### src/kmw_params.svh
`ifndef KMW_PARAMS_SVH
`define KMW_PARAMS_SVH

// ==========================================================
// register offsets
`define KMW_OFS_CORE_RST 8'h2c
`define KMW_OFS_OPTION 8'hf0
`define KMW_OFS_WAKE_STS 8'hf1
`define KMW_OFS_WAKE_EN 8'hf2

// ==========================================================
// field positions
`define KMW_BIT_CORE_RST 6
`define KMW_BIT_M_ISO 6
`define KMW_BIT_K_ISO 5
`define KMW_BIT_MOUSE_IRQ_LATCH_SEL 4
`define KMW_BIT_KBD_IRQ_LATCH_SEL 3
`define KMW_BIT_STS_MOUSE 4
`define KMW_BIT_STS_KBD 3
`define KMW_BIT_EN_GLOBAL 0

// ==========================================================
// values
`define KMW_RST_BYTE 8'h00
`define KMW_CORE_RST_ON 8'h40
`define KMW_CORE_RST_OFF 8'h00
`define KMW_STS_BOTH 8'h18
`define KMW_EN_GLOBAL_ONLY 8'h01
`define KMW_ISO_MASK 8'h60
`define KMW_LINE_IDLE 1'b1

`endif

### src/kmw_pkg.sv
package kmw_pkg;

  typedef logic [7:0] kmw_byte_t;

  // host sequencer states
  typedef enum logic [2:0] {
    KMW_IDLE = 3'b000,
    KMW_PUP_CLR = 3'b001,
    KMW_SLP_RD = 3'b010,
    KMW_SLP_CAP = 3'b011,
    KMW_SLP_DIS = 3'b100,
    KMW_WK_RST = 3'b101,
    KMW_WK_HOLD = 3'b110,
    KMW_WK_REL = 3'b111
  } kmw_state_e;

endpackage

### src/kmw_cfg_if.sv
`timescale 1ns/1ns
interface kmw_cfg_if;
  logic cfg_wr;
  logic cfg_rd;
  logic [7:0] cfg_addr;
  logic [7:0] cfg_wdata;
  logic [7:0] cfg_rdata;
  logic kbd_irq;
  logic mouse_irq;
  logic wake_event_out;

  modport dev (
    input cfg_wr,
    input cfg_rd,
    input cfg_addr,
    input cfg_wdata,
    output cfg_rdata,
    output kbd_irq,
    output mouse_irq,
    output wake_event_out
  );

  modport host (
    output cfg_wr,
    output cfg_rd,
    output cfg_addr,
    output cfg_wdata,
    input cfg_rdata,
    input kbd_irq,
    input mouse_irq,
    input wake_event_out
  );
endinterface

### src/kmw_dev.sv
`timescale 1ns/1ns
`include "kmw_params.svh"

module kmw_dev
  import kmw_pkg::*;
(
  input wire logic clk,
  input wire logic sys_rst,
  input wire logic stby_rst,
  input wire logic main_pwr_ok,
  input wire logic kbd_data_line,
  input wire logic kbd_clock_line,
  input wire logic mouse_data_line,
  input wire logic mouse_clock_line,
  input wire logic core_kbd_irq_raw,
  input wire logic core_mouse_irq_raw,
  input wire logic core_kbd_obuf_read,
  input wire logic core_mouse_obuf_read,
  output logic core_kbd_data,
  output logic core_kbd_clock,
  output logic core_mouse_data,
  output logic core_mouse_clock,
  output logic core_reset,
  kmw_cfg_if.dev bus
);

  // ==========================================================
  // pin synchronisers
  logic [4:0] pin_s1_q;
  logic [4:0] pin_s2_q;
  logic [4:0] pin_raw;

  assign pin_raw = {main_pwr_ok, mouse_clock_line, mouse_data_line,
                    kbd_clock_line, kbd_data_line};

  // two stages, only the second is looked at
  always_ff @(posedge clk)
  begin
    pin_s1_q <= pin_raw;
    pin_s2_q <= pin_s1_q;
  end

  wire kbd_data_line_s = pin_s2_q[0];
  wire kbd_clock_line_s = pin_s2_q[1];
  wire mouse_data_line_s = pin_s2_q[2];
  wire mclk_s = pin_s2_q[3];
  wire pwr_s = pin_s2_q[4];

  // ==========================================================
  // configuration registers
  kmw_byte_t core_rst_q;
  kmw_byte_t option_lo_q;
  logic k_iso_q;
  logic m_iso_q;
  kmw_byte_t wake_en_q;
  logic sts_kbd_q;
  logic sts_mouse_q;
  kmw_byte_t rdata_q;

  wire wr_core_rst = bus.cfg_wr && bus.cfg_addr == `KMW_OFS_CORE_RST;
  wire wr_option = bus.cfg_wr && bus.cfg_addr == `KMW_OFS_OPTION;
  wire wr_sts = bus.cfg_wr && bus.cfg_addr == `KMW_OFS_WAKE_STS;
  wire wr_en = bus.cfg_wr && bus.cfg_addr == `KMW_OFS_WAKE_EN;

  wire mouse_irq_latch_sel_sel = option_lo_q[`KMW_BIT_MOUSE_IRQ_LATCH_SEL];
  wire kbd_irq_latch_sel_sel = option_lo_q[`KMW_BIT_KBD_IRQ_LATCH_SEL];

  // main-domain bits, cleared on every main reset
  always_ff @(posedge clk)
  begin
    if (sys_rst)
    begin
      core_rst_q <= `KMW_RST_BYTE;
      option_lo_q <= `KMW_RST_BYTE;
    end
    else
    begin
      if (wr_core_rst)
        core_rst_q <= bus.cfg_wdata;
      if (wr_option)
        option_lo_q <= bus.cfg_wdata & ~`KMW_ISO_MASK;
    end
  end

  assign core_reset = core_rst_q[`KMW_BIT_CORE_RST];

  // standby-domain bits survive main resets
  always_ff @(posedge clk)
  begin
    if (stby_rst)
    begin
      k_iso_q <= 1'b0;
      m_iso_q <= 1'b0;
      wake_en_q <= `KMW_RST_BYTE;
    end
    else
    begin
      if (wr_option)
      begin
        k_iso_q <= bus.cfg_wdata[`KMW_BIT_K_ISO];
        m_iso_q <= bus.cfg_wdata[`KMW_BIT_M_ISO];
      end
      if (wr_en)
        wake_en_q <= bus.cfg_wdata;
    end
  end

  // ==========================================================
  // interrupt latches
  logic kraw_prev_q;
  logic mraw_prev_q;
  logic klat_q;
  logic mlat_q;

  wire krise = core_kbd_irq_raw && !kraw_prev_q;
  wire mrise = core_mouse_irq_raw && !mraw_prev_q;

  // a new rise beats a read in the same cycle
  always_ff @(posedge clk)
  begin
    if (sys_rst)
    begin
      kraw_prev_q <= 1'b0;
      mraw_prev_q <= 1'b0;
      klat_q <= 1'b0;
      mlat_q <= 1'b0;
    end
    else
    begin
      kraw_prev_q <= core_kbd_irq_raw;
      mraw_prev_q <= core_mouse_irq_raw;
      klat_q <= krise || (klat_q && !core_kbd_obuf_read);
      mlat_q <= mrise || (mlat_q && !core_mouse_obuf_read);
    end
  end

  wire kirq_d = kbd_irq_latch_sel_sel ? klat_q : (core_kbd_irq_raw && klat_q);
  wire mirq_d = mouse_irq_latch_sel_sel ? mlat_q : (core_mouse_irq_raw && mlat_q);

  // ==========================================================
  // isolation gates toward the core
  logic kirq_q;
  logic mirq_q;
  logic kbd_data_line_q;
  logic kbd_clock_line_q;
  logic mouse_data_line_q;
  logic mclk_q;

  // blocked lines idle high so the core sees a quiet bus
  always_ff @(posedge clk)
  begin
    if (sys_rst)
    begin
      kirq_q <= 1'b0;
      mirq_q <= 1'b0;
      kbd_data_line_q <= `KMW_LINE_IDLE;
      kbd_clock_line_q <= `KMW_LINE_IDLE;
      mouse_data_line_q <= `KMW_LINE_IDLE;
      mclk_q <= `KMW_LINE_IDLE;
    end
    else
    begin
      kirq_q <= kirq_d;
      mirq_q <= mirq_d;
      kbd_data_line_q <= k_iso_q ? `KMW_LINE_IDLE : kbd_data_line_s;
      kbd_clock_line_q <= k_iso_q ? `KMW_LINE_IDLE : kbd_clock_line_s;
      mouse_data_line_q <= m_iso_q ? `KMW_LINE_IDLE : mouse_data_line_s;
      mclk_q <= m_iso_q ? `KMW_LINE_IDLE : mclk_s;
    end
  end

  assign core_kbd_data = kbd_data_line_q;
  assign core_kbd_clock = kbd_clock_line_q;
  assign core_mouse_data = mouse_data_line_q;
  assign core_mouse_clock = mclk_q;
  assign bus.kbd_irq = kirq_q;
  assign bus.mouse_irq = mirq_q;

  // ==========================================================
  // wake event detection
  logic kbd_data_line_prev_q;
  logic mouse_data_line_prev_q;

  // previous level starts high: a line already low after standby
  // reset counts as an edge, so a peripheral powering up is seen
  always_ff @(posedge clk)
  begin
    if (stby_rst)
    begin
      kbd_data_line_prev_q <= `KMW_LINE_IDLE;
      mouse_data_line_prev_q <= `KMW_LINE_IDLE;
    end
    else
    begin
      kbd_data_line_prev_q <= kbd_data_line_s;
      mouse_data_line_prev_q <= mouse_data_line_s;
    end
  end

  wire kbd_data_line_fall = kbd_data_line_prev_q && !kbd_data_line_s;
  wire mouse_data_line_fall = mouse_data_line_prev_q && !mouse_data_line_s;
  // core irqs count only with main power and no isolation
  wire kirq_evt = kirq_q && pwr_s && !k_iso_q;
  wire mirq_evt = mirq_q && pwr_s && !m_iso_q;
  wire kset = kbd_data_line_fall || kirq_evt;
  wire mset = mouse_data_line_fall || mirq_evt;
  wire kclr = wr_sts && bus.cfg_wdata[`KMW_BIT_STS_KBD];
  wire mclr = wr_sts && bus.cfg_wdata[`KMW_BIT_STS_MOUSE];

  // status kept on standby; a set wins over a clear
  always_ff @(posedge clk)
  begin
    if (stby_rst)
    begin
      sts_kbd_q <= 1'b0;
      sts_mouse_q <= 1'b0;
    end
    else
    begin
      sts_kbd_q <= kset || (sts_kbd_q && !kclr);
      sts_mouse_q <= mset || (sts_mouse_q && !mclr);
    end
  end

  // ==========================================================
  // wake output
  logic wake_q;
  wire glob_en = wake_en_q[`KMW_BIT_EN_GLOBAL];
  wire wake_d = glob_en &&
                ((sts_kbd_q && wake_en_q[`KMW_BIT_STS_KBD]) ||
                 (sts_mouse_q && wake_en_q[`KMW_BIT_STS_MOUSE]));

  always_ff @(posedge clk)
  begin
    if (stby_rst)
      wake_q <= 1'b0;
    else
      wake_q <= wake_d;
  end

  assign bus.wake_event_out = wake_q;

  // ==========================================================
  // read path; unmapped offsets read zero
  kmw_byte_t sts_byte;
  kmw_byte_t opt_byte;

  always_comb
  begin
    sts_byte = `KMW_RST_BYTE;
    sts_byte[`KMW_BIT_STS_KBD] = sts_kbd_q;
    sts_byte[`KMW_BIT_STS_MOUSE] = sts_mouse_q;
    opt_byte = option_lo_q;
    opt_byte[`KMW_BIT_K_ISO] = k_iso_q;
    opt_byte[`KMW_BIT_M_ISO] = m_iso_q;
  end

  wire [7:0] rd_mux =
    (bus.cfg_addr == `KMW_OFS_CORE_RST) ? core_rst_q :
    (bus.cfg_addr == `KMW_OFS_OPTION) ? opt_byte :
    (bus.cfg_addr == `KMW_OFS_WAKE_STS) ? sts_byte :
    (bus.cfg_addr == `KMW_OFS_WAKE_EN) ? wake_en_q : `KMW_RST_BYTE;

  // read data lands one cycle after the strobe
  always_ff @(posedge clk)
  begin
    if (sys_rst)
      rdata_q <= `KMW_RST_BYTE;
    else if (bus.cfg_rd)
      rdata_q <= rd_mux;
  end

  assign bus.cfg_rdata = rdata_q;

endmodule // kmw_dev

### src/flat_wrapper.sv
// flat-port wrapper written by rule: the top's interface ports become plain ports
module kmw_dev_flat import kmw_pkg::*;
  (clk, sys_rst, stby_rst, main_pwr_ok, kbd_data_line, kbd_clock_line, mouse_data_line, mouse_clock_line, core_kbd_irq_raw, core_mouse_irq_raw, core_kbd_obuf_read, core_mouse_obuf_read, core_kbd_data, core_kbd_clock, core_mouse_data, core_mouse_clock, core_reset, bus_cfg_wr, bus_cfg_rd, bus_cfg_addr, bus_cfg_wdata, bus_cfg_rdata, bus_kbd_irq, bus_mouse_irq, bus_wake_event_out);
  kmw_cfg_if bus_i ();
  input wire logic clk;
  input wire logic sys_rst;
  input wire logic stby_rst;
  input wire logic main_pwr_ok;
  input wire logic kbd_data_line;
  input wire logic kbd_clock_line;
  input wire logic mouse_data_line;
  input wire logic mouse_clock_line;
  input wire logic core_kbd_irq_raw;
  input wire logic core_mouse_irq_raw;
  input wire logic core_kbd_obuf_read;
  input wire logic core_mouse_obuf_read;
  output logic core_kbd_data;
  output logic core_kbd_clock;
  output logic core_mouse_data;
  output logic core_mouse_clock;
  output logic core_reset;
  input wire logic [$bits(bus_i.cfg_wr)-1:0] bus_cfg_wr;
  input wire logic [$bits(bus_i.cfg_rd)-1:0] bus_cfg_rd;
  input wire logic [$bits(bus_i.cfg_addr)-1:0] bus_cfg_addr;
  input wire logic [$bits(bus_i.cfg_wdata)-1:0] bus_cfg_wdata;
  output wire logic [$bits(bus_i.cfg_rdata)-1:0] bus_cfg_rdata;
  output wire logic [$bits(bus_i.kbd_irq)-1:0] bus_kbd_irq;
  output wire logic [$bits(bus_i.mouse_irq)-1:0] bus_mouse_irq;
  output wire logic [$bits(bus_i.wake_event_out)-1:0] bus_wake_event_out;
  assign bus_i.cfg_wr = bus_cfg_wr;
  assign bus_i.cfg_rd = bus_cfg_rd;
  assign bus_i.cfg_addr = bus_cfg_addr;
  assign bus_i.cfg_wdata = bus_cfg_wdata;
  assign bus_cfg_rdata = bus_i.cfg_rdata;
  assign bus_kbd_irq = bus_i.kbd_irq;
  assign bus_mouse_irq = bus_i.mouse_irq;
  assign bus_wake_event_out = bus_i.wake_event_out;
  kmw_dev u_core (.clk(clk), .sys_rst(sys_rst), .stby_rst(stby_rst), .main_pwr_ok(main_pwr_ok), .kbd_data_line(kbd_data_line), .kbd_clock_line(kbd_clock_line), .mouse_data_line(mouse_data_line), .mouse_clock_line(mouse_clock_line), .core_kbd_irq_raw(core_kbd_irq_raw), .core_mouse_irq_raw(core_mouse_irq_raw), .core_kbd_obuf_read(core_kbd_obuf_read), .core_mouse_obuf_read(core_mouse_obuf_read), .core_kbd_data(core_kbd_data), .core_kbd_clock(core_kbd_clock), .core_mouse_data(core_mouse_data), .core_mouse_clock(core_mouse_clock), .core_reset(core_reset), .bus(bus_i));
endmodule
### config.mk
export PLATFORM = sky130hd
export DESIGN_NAME = kmw_dev_flat
export DESIGN_NICKNAME = d
export VERILOG_FILES = /design/src/kmw_pkg.sv /design/src/kmw_cfg_if.sv /design/src/kmw_dev.sv /design/src/flat_wrapper.sv
export VERILOG_INCLUDE_DIRS = /design/src
export SDC_FILE = /design/constraint.sdc
export NUM_CORES = 1
export LEC_CHECK = 0
export BUFFER_PORTS_ARGS = -buffer_cell sky130_fd_sc_hd__buf_4
export CELL_PAD_IN_SITES_DETAIL_PLACEMENT = 0
export CELL_PAD_IN_SITES_GLOBAL_PLACEMENT = 1
export CORE_MARGIN = 3
export CORE_UTILIZATION = 40
export DETAILED_ROUTE_END_ITERATION = 12
export PLACE_DENSITY_LB_ADDON = 0.05
export SLEW_MARGIN = 15
export SYNTH_ARGS = -nofsm -noshare
export SYNTH_HDL_FRONTEND = slang
export SYNTH_SLANG_ARGS = --single-unit
### constraint.sdc
create_clock -name clk -period 1.8 [get_ports clk]
set_input_delay 0.18 -clock clk [delete_from_list [all_inputs] [get_ports clk]]
set_output_delay 0.18 -clock clk [all_outputs]
set_load 0.005 [all_outputs]
==> summary.md, run 1 <==
| Metric | Value |
|---|---|
| Sequential share of power | `0.463` |
| IO Count | `46` |
| Die Footprint | `6340 um2` |
| Static Leak | `1.287 nW` |
| Global Route met1 Usage | `0.2435` |
| Synth top area share | `0.5263` |
| Power Total | `2.841 mW` |
| Post-synth net total | `245` |
| Die height | `79.63 um` |
| Clk Latency, worst-skew pair | `about 330 ps` |
| WHS Path Cells | `2` |
| FP Rows | `26` |
| Final ANT Viol Nets | `0` |
| Worst-Margin Slew | `392.6 ps` |
| Final HPWL DP | `3517 um` |
| Asr flop ratio synth | `0` |
| Flops & latches, synth | `between 50 and 60` |
| Synth area leaders | `dfxtp_1, mux2i_1, nor2_1` |
| CTS sink cnt | `57` |
| Area Overhead vs Synth | `31.39%` |
| RSZ-0062 raised after global routing | `no` |
| Area leader, netlist | `dfxtp_1` |
| Crit path launch type | `flop` |
| Avg Cell Area, Syn | `10.09 um2` |
| Mapped Area | `approximately 2200 um2` |
| Switching Fraction | `0.2300` |
| Internal power | `between 2 and 2.5 mW` |
| Core Region | `5172 um2` |
| Sequential area share after synthesis | `0.5263` |
| Req. time, crit path | `2060 ps` |
| Hold WS | `78.45 ps` |
| Gr ovfl total | `0` |
| Fmax | `0.8296 GHz` |
| Psw | `653.5 uW` |
| Synth cell types | `37` |
| DIE WIDTH | `79.63 um` |
| Power Density | `997.3 nW/um2` |
| First-pass iteration count of the detailed router | `4` |
| First-pass GRT wire length | `8217 um` |
| Setup_tns | `0 ps` |
| Layout Cells excl Fill | `approximately 350` |
| Slew HR | `0.7358` |
| Crit path max fanout | `5` |
| Initial core utilization | `0.4192` |
| Crit path DAT | `between 1000 and 1500 ps` |
| DP Cell Count | `324` |
| H-tree Lvls | `3` |
| Routed len/inst | `14.49 um` |
| Flop2flop setup slack | `~600 ps` |
| Post-route clock period utilization | `0.6697` |
| Initial antenna violation count | `0` |
| Routed WL | `4998 um` |
| Via-to-Cell Ratio | `around 5.0` |
| Met3 usage | `0.04628` |
| Ys Warns | `0` |
| Gpl congestion | `0.7604` |
| Vias | `around 1.7k` |
| Busiest layer in global routing | `met1` |
| Number of global-route vias before repair | `1706` |
| Cell count after synthesis | `between 200 and 250` |
| R2r worst-path depth | `4` |
| Clock slew at reported path FFs | `70 ps` |
| Status | `finished, final reports clean` |
| Clock group share of total power | `0.469` |
| Max Cap Viol | `0` |
| Nets | `300` |
| Met2 usage | `0.2371` |
| Critical path class | `flop to flop` |
| Final core utilization | `0.5508` |
| Hold Fails Final Rpt | `0` |
| Iter 0 DRT Violations | `107` |
| # port buffers | `45` |
| CTS tree | `built` |
| Layout cells sized above 1 | `0.2764` |
| Crit end category | `flop` |
| Largest net degree at the start of global routing | `33` |
| Post-CTS setup buffer count | `0` |
| Post-CTS resize count | `0` |
| Clock Tree Root | `clkbuf_8` |
| Setup Skew | `4.463 ps` |
| CTS buffer count | `9` |
| Post-route minimum period | `1205 ps` |
| VDD IR-drop max | `roughly 900 uV` |
| Ys flop type | `dfxtp_1` |
| Drc violations | `0` |
| Setup-failing EPs final | `0` |
| Worst hold-check path type | `input pin to flop` |
| Number of flops mapped to enable cells by yosys | `0` |
| Final Slew Violations | `0` |
| Longest Clk Path Bufs | `2` |
| ANT cells | `0` |
| GR Util All Layers | `0.1704` |
| Combinational share of power | `0.068` |
==> layout by cell type (no fill, tap or decap), types with 6 or more instances in the layout <==
cell      netlist  routed
nand2b_1        6       6
a21oi_1         8       8
nand2_1        11      11
mux2i_1        23      23
clkbuf_8        0       9
nand3_1         7       7
nor2_1         30      30
buf_4           0      50
dfxtp_1        57      57
==> stage by stage <==
stage	cell area [um2]	worst slack [ps]
after floorplan	2168	467.9
after global placement	2572	312.9
after detailed placement	2572	265.6
after CTS	2849	593.3
after global routing	2849	461.2
final	2849	594.6
==> area by class of cell <==
class / count / area [um2]
Tap cell: 70 / 87.58
Sequential cell: 57 / 1141
Inverter: 4 / 15.01
Multi-Input combinational cell: 143 / 953.4
Clock inverter: 7 / 102.6
Clock buffer: 9 / 123.9
Timing Repair Buffer: 55 / 425.4
Fill cell: 468 / 2323
==> power by group through the flow <==
stage                     logic, mW  registers, mW  clock network (mW)
after detailed placement      0.184           1.34                   0
final                         0.193           1.32                1.33
after CTS                     0.194           1.32                1.37
after global routing          0.213           1.32                1.42
after floorplan              0.0831           1.34                   0
after global placement        0.185           1.34                   0
==> cells in the mapped netlist (3+ instances only) <==
cell type and n:
a211oi_1 5, mux2i_1 23, or3_1 4, nand3_1 7
inv_1 4, clkbuf_1 5, nand3b_1 3, nand2b_1 6
a311oi_1 3, o21ai_0 4, nor3b_1 3, nand4_2 3
nor4_1 3, a21oi_1 8, nand2_1 11, nor2_1 30
dfxtp_1 57, a31oi_1 5, and3_1 5
==> cell families after synthesis <==
group           count (synthesis)  share of synthesized area
buf+inv                        15                    0.03404
flops                          57                     0.5263
compound gates                 31                    0.09233
simple gates                   89                     0.2412
mux                            23                     0.1062
==> path summary, 6_finish.rpt <==
kind | startpoint | end
worst max-delay path | u_core.k_iso_q | u_core.bus.cfg_rdata[5]
worst min-delay path | core_kbd_irq_raw | u_core.kraw_prev_q
worst max register to register | u_core.k_iso_q | u_core.bus.cfg_rdata[5]
worst min register to register | u_core.pin_s1_q[3] | u_core.pin_s2_q[3]
==> sequential cells by signal, indices dropped and copies added, names as in the netlist <==
signal	cells
u_core.bus.cfg_rdata	8
u_core.bus.kbd_irq	1
u_core.bus.mouse_irq	1
u_core.bus.wake_event_out	1
u_core.core_kbd_clock	1
u_core.core_kbd_data	1
u_core.core_mouse_clock	1
u_core.core_mouse_data	1
u_core.core_rst_q	8
u_core.k_iso_q	1
u_core.kbd_data_line_prev_q	1
u_core.klat_q	1
u_core.kraw_prev_q	1
u_core.m_iso_q	1
u_core.mlat_q	1
u_core.mouse_data_line_prev_q	1
u_core.mraw_prev_q	1
u_core.option_lo_q	6
u_core.pin_s1_q	5
u_core.pin_s2_q	5
u_core.sts_kbd_q	1
u_core.sts_mouse_q	1
u_core.wake_en_q	8
==> critical path, cell delays in order (launching register included) <==
cell and delay (ps):
dfxtp_1 400, mux2i_1 100, nor4_1 310, a31oi_1 100, a211oi_1 220
==> timing repair <==
item	in CTS	in global routing
endpoints found under the setup margin	0	0
hold buffers	5	0
endpoints found under the hold margin	5	0
==> metal layers <==
metal  up-vias  wire [um]
met4         0         87
met5         -          0
met2        47       2136
met3         8        259
met1       812       2515
li1        875          -
Note: power is estimated with default switching activity, not from simulation.
==> inputs of run 2 (changes only) <==
- ABC_AREA: unset -> 1
- CORE_UTILIZATION: 40 -> 39
- clock period: 1.8 -> 1.2 ns (I/O delays scaled with it)
==> run 2 against run 1 <==
- utilization increased by 0.53 points
- clock power increased by 48%
- area after synthesis decreased by 3.2%
- clock-buffer cell count increased by 2
- setup slack got worse by 390 ps
- register-to-register slack got worse by 180 ps
- cell area increased by 0.97%
- die area decreased by 0.64%
- sequential power increased by 49%
- first-iteration DRC count decreased by 45%
- clock skew about the same
==> summary.md, run 2 <==
| Metric | Value |
|---|---|
| Critical path class | `input pin to flop` |
| Final HPWL DP | `3436 um (-2.3%)` |
| Max Cap Viol | `0 (unchanged)` |
| Number of flops mapped to enable cells by yosys | `0 (unchanged)` |
| Die Footprint | `6300 um2 (-0.64%)` |
| GR Util All Layers | `0.1719 (+0.001440)` |
| Global Route met1 Usage | `0.2279 (-0.01551)` |
| Ys Warns | `0 (unchanged)` |
| Core Region | `5172 um2 (unchanged)` |
| CTS buffer count | `9 (unchanged)` |
| Most common cell in the synthesized netlist | `dfxtp_1` |
| # port buffers | `45 (unchanged)` |
| Final ANT Viol Nets | `0 (unchanged)` |
| Routed WL | `4809 um (-3.8%)` |
| Synth area leaders | `dfxtp_1, o21ai_0, inv_1` |
| Power Density | `1472 nW/um2 (+48%)` |
| R2r worst-path depth | `2 (-2)` |
| Clock slew at reported path FFs | `60 ps (about the same)` |
| Fillers | `489 (+4.5%)` |
| Routed len/inst | `12.27 um (-15%)` |
| Vias | `1830 (+5.1%)` |
| Met2 usage | `0.2483 (+0.01125)` |
| Area Overhead vs Synth | `37.01%` |
| Longest Clk Path Bufs | `2 (unchanged)` |
| Setup_tns | `0 ps (unchanged)` |
| Setup Skew | `4.501 ps (+0.03858 ps)` |
| Cell count after synthesis | `252 (+17%)` |
| Asr flop ratio synth | `0 (unchanged)` |
| Worst reg2reg endpoint | `u_core.bus.wake_event_out` |
| Clock Tree Root | `clkbuf_8` |
| Hold endpoint | `u_core.mraw_prev_q` |
| Ys flop type | `dfxtp_1` |
| Worst r2r src | `u_core.sts_mouse_q` |
| Gpl congestion | `0.8200 (+7.8%)` |
| Most frequent cells in the layout | `dfxtp_1, buf_4, inv_1` |
| RSZ-0062 raised after global routing | `no` |
| Hold WS | `19.60 ps (-58.85 ps)` |
| ANT cells | `0 (unchanged)` |
| CTS sink cnt | `57 (unchanged)` |
| Area leader, netlist | `dfxtp_1` |
| Worst hold-check path type | `input pin to flop` |
| Dpl ws | `-47.73 ps (-313.3 ps)` |
| Mapped Area | `2100 um2 (-3.2%)` |
| Static Leak | `1.202 nW (-6.6%)` |
| Flops & latches, synth | `57 (unchanged)` |
| Synth top area share | `0.5435 (+0.01725)` |
| Number of global-route vias before repair | `1754 (+2.8%)` |
| Flop2flop setup slack | `410 ps (-180 ps)` |
| Hold_sp | `core_mouse_irq_raw` |
| Commonest cells post-synth | `dfxtp_1, inv_1, o21ai_0, a21oi_1, nand2_1` |
| Setup-failing EPs final | `0 (unchanged)` |
| Drc violations | `0 (unchanged)` |
| Iter 0 DRT Violations | `59 (-45%)` |
| Final Slew Violations | `0 (unchanged)` |
| Busiest layer in global routing | `met2` |
| IO Count | `46 (unchanged)` |
| Status | `finished, final reports clean` |
| Largest net degree at the start of global routing | `23 (-30%)` |
| Avg Cell Area, Syn | `8.331 um2 (-17%)` |
| Cell Area, Placed | `2572 um2 (unchanged)` |
| Gr ovfl total | `0 (unchanged)` |
| Leading cell type in the layout, fill and taps excluded | `dfxtp_1` |
| Via-to-Cell Ratio | `4.668 (-7.5%)` |
| Worst-Margin Slew | `230.5 ps (-162.2 ps)` |
| FP Rows | `26 (unchanged)` |
| First-pass iteration count of the detailed router | `5 (+1)` |
| Post-route cell area | `2877 um2 (+0.97%)` |
| Post-synth net total | `282 (+15%)` |
| First-pass GRT wire length | `8059 um (-1.9%)` |
| Clk Latency, worst-skew pair | `330 ps (about the same)` |
| WHS Path Cells | `3 (+1)` |
| Initial antenna violation count | `0 (unchanged)` |
| Crit end category | `flop` |
| DP Cell Count | `368 (+14%)` |
| H-tree Lvls | `3 (unchanged)` |
| Layout Cells excl Fill | `392 (+14%)` |
| Setup slack after layout | `203.1 ps (-391.5 ps)` |
| Nets | `347 (+16%)` |
| Sequential area share after synthesis | `0.5435 (+0.01725)` |
| Initial core utilization | `0.4059 (-0.01330)` |
| CTS tree | `built` |
| Crit path DAT | `1220 ps (-240 ps)` |
| Layout cells sized above 1 | `0.2547 (-0.02171)` |
| Post-route clock period utilization | `0.8308` |
| Crit path max fanout | `12 (+7)` |
| Register area | `1141 um2 (unchanged)` |
| Area occupied by multi-input gates | `735.7 um2 (-23%)` |
| Hold Fails Final Rpt | `0 (unchanged)` |
| VDD IR-drop max | `694.1 uV (-23%)` |
| Req. time, crit path | `1420 ps (-640 ps)` |
| Slew HR | `0.8459 (+0.1101)` |
| DIE WIDTH | `79.37 um (-0.32%)` |
| Fmax | `1.003 GHz` |
| Die height | `79.37 um (-0.32%)` |
| Post-route minimum period | `between 900 and 1000 ps` |
| Met3 usage | `0.04966 (+0.003386)` |
| Synth cell types | `24 (-35%)` |
| Crit path launch type | `input pin` |
run 2: changes by cell type after synthesis, sizes merged, moves of 5 or more:
| cell | before | now |
|---|---|---|
| a21oi | 8 | 30 |
| o21ai | 6 | 38 |
| a31oi | 5 | 0 |
| inv | 4 | 42 |
| nand2 | 11 | 29 |
| mux2i | 23 | 0 |
| nor2 | 31 | 22 |
| o22ai | 0 | 6 |
| nand2b | 6 | 0 |
run 2: kinds of logic after synthesis:
logic type,count (synthesis),synth area share
DFF,57,0.5435
AOI/OAI and AO/OA,79,0.2020
buffers and inverters,51,0.1061
and+or+nand+nor,65,0.1484
run 2: report_power, final:
part	internal (mW)	total, mW	switching, mW
clock	1.22	1.97	0.749
sequential	1.95	1.97	0.0197
combinational	0.155	0.294	0.139
run 2: critical path: stages:
cell and delay [ps]:
dlygate4sd3_1 530, buf_4 140, clkinvlp_4 220, o21ai_1 140
a21oi_1 50
run 2: area by class of cell:
cell class / count / area share
clock inverters: 5 / 0.02740
well taps: 70 / 0.03045
flip-flops and latches: 57 / 0.3967
multi-input cells: 144 / 0.2558
inverters: 42 / 0.05611
repair buffers: 63 / 0.1844
clock buffers: 11 / 0.04915
run 2: how the worst max path moves through the flow:
| stage | startpoint | to | slack (ps) |
|---|---|---|---|
| after CTS | stby_rst | u_core.wake_en_q[4] | 70 |
| after detailed placement | bus_cfg_addr[6] | u_core.bus.cfg_rdata[3] | -50 |
| after floorplan | bus_cfg_addr[6] | u_core.core_rst_q[7] | 210 |
| final | stby_rst | u_core.k_iso_q | 200 |
| after global routing | stby_rst | u_core.m_iso_q | 90 |
| after global placement | bus_cfg_addr[6] | u_core.bus.cfg_rdata[4] | 9 |
run 2: timing repair:
action / 4_1_cts / 5_1_grt
buffers inserted: 0 / 0
endpoints found under the hold margin: 10 / 0
hold buffers: 8 / 0
setup endpoints to repair: 0 / 5
resized for setup: 0 / 1
run 2: layer usage:
metal  vias up  wire length (um)
met1       818              2360
met4         0                99
met2        45              2105
met5         -                 0
met3         9               244
li1        958                 -
run 2: per-stage QoR:
step / total power, mW / utilization
floorplan: 2.127 / -
global placement: 2.284 / 0.4973
detailed placement: 2.287 / 0.4973
CTS: 4.289 / 0.5554
global route: 4.429 / 0.5561
finish: 4.235 / 0.5561
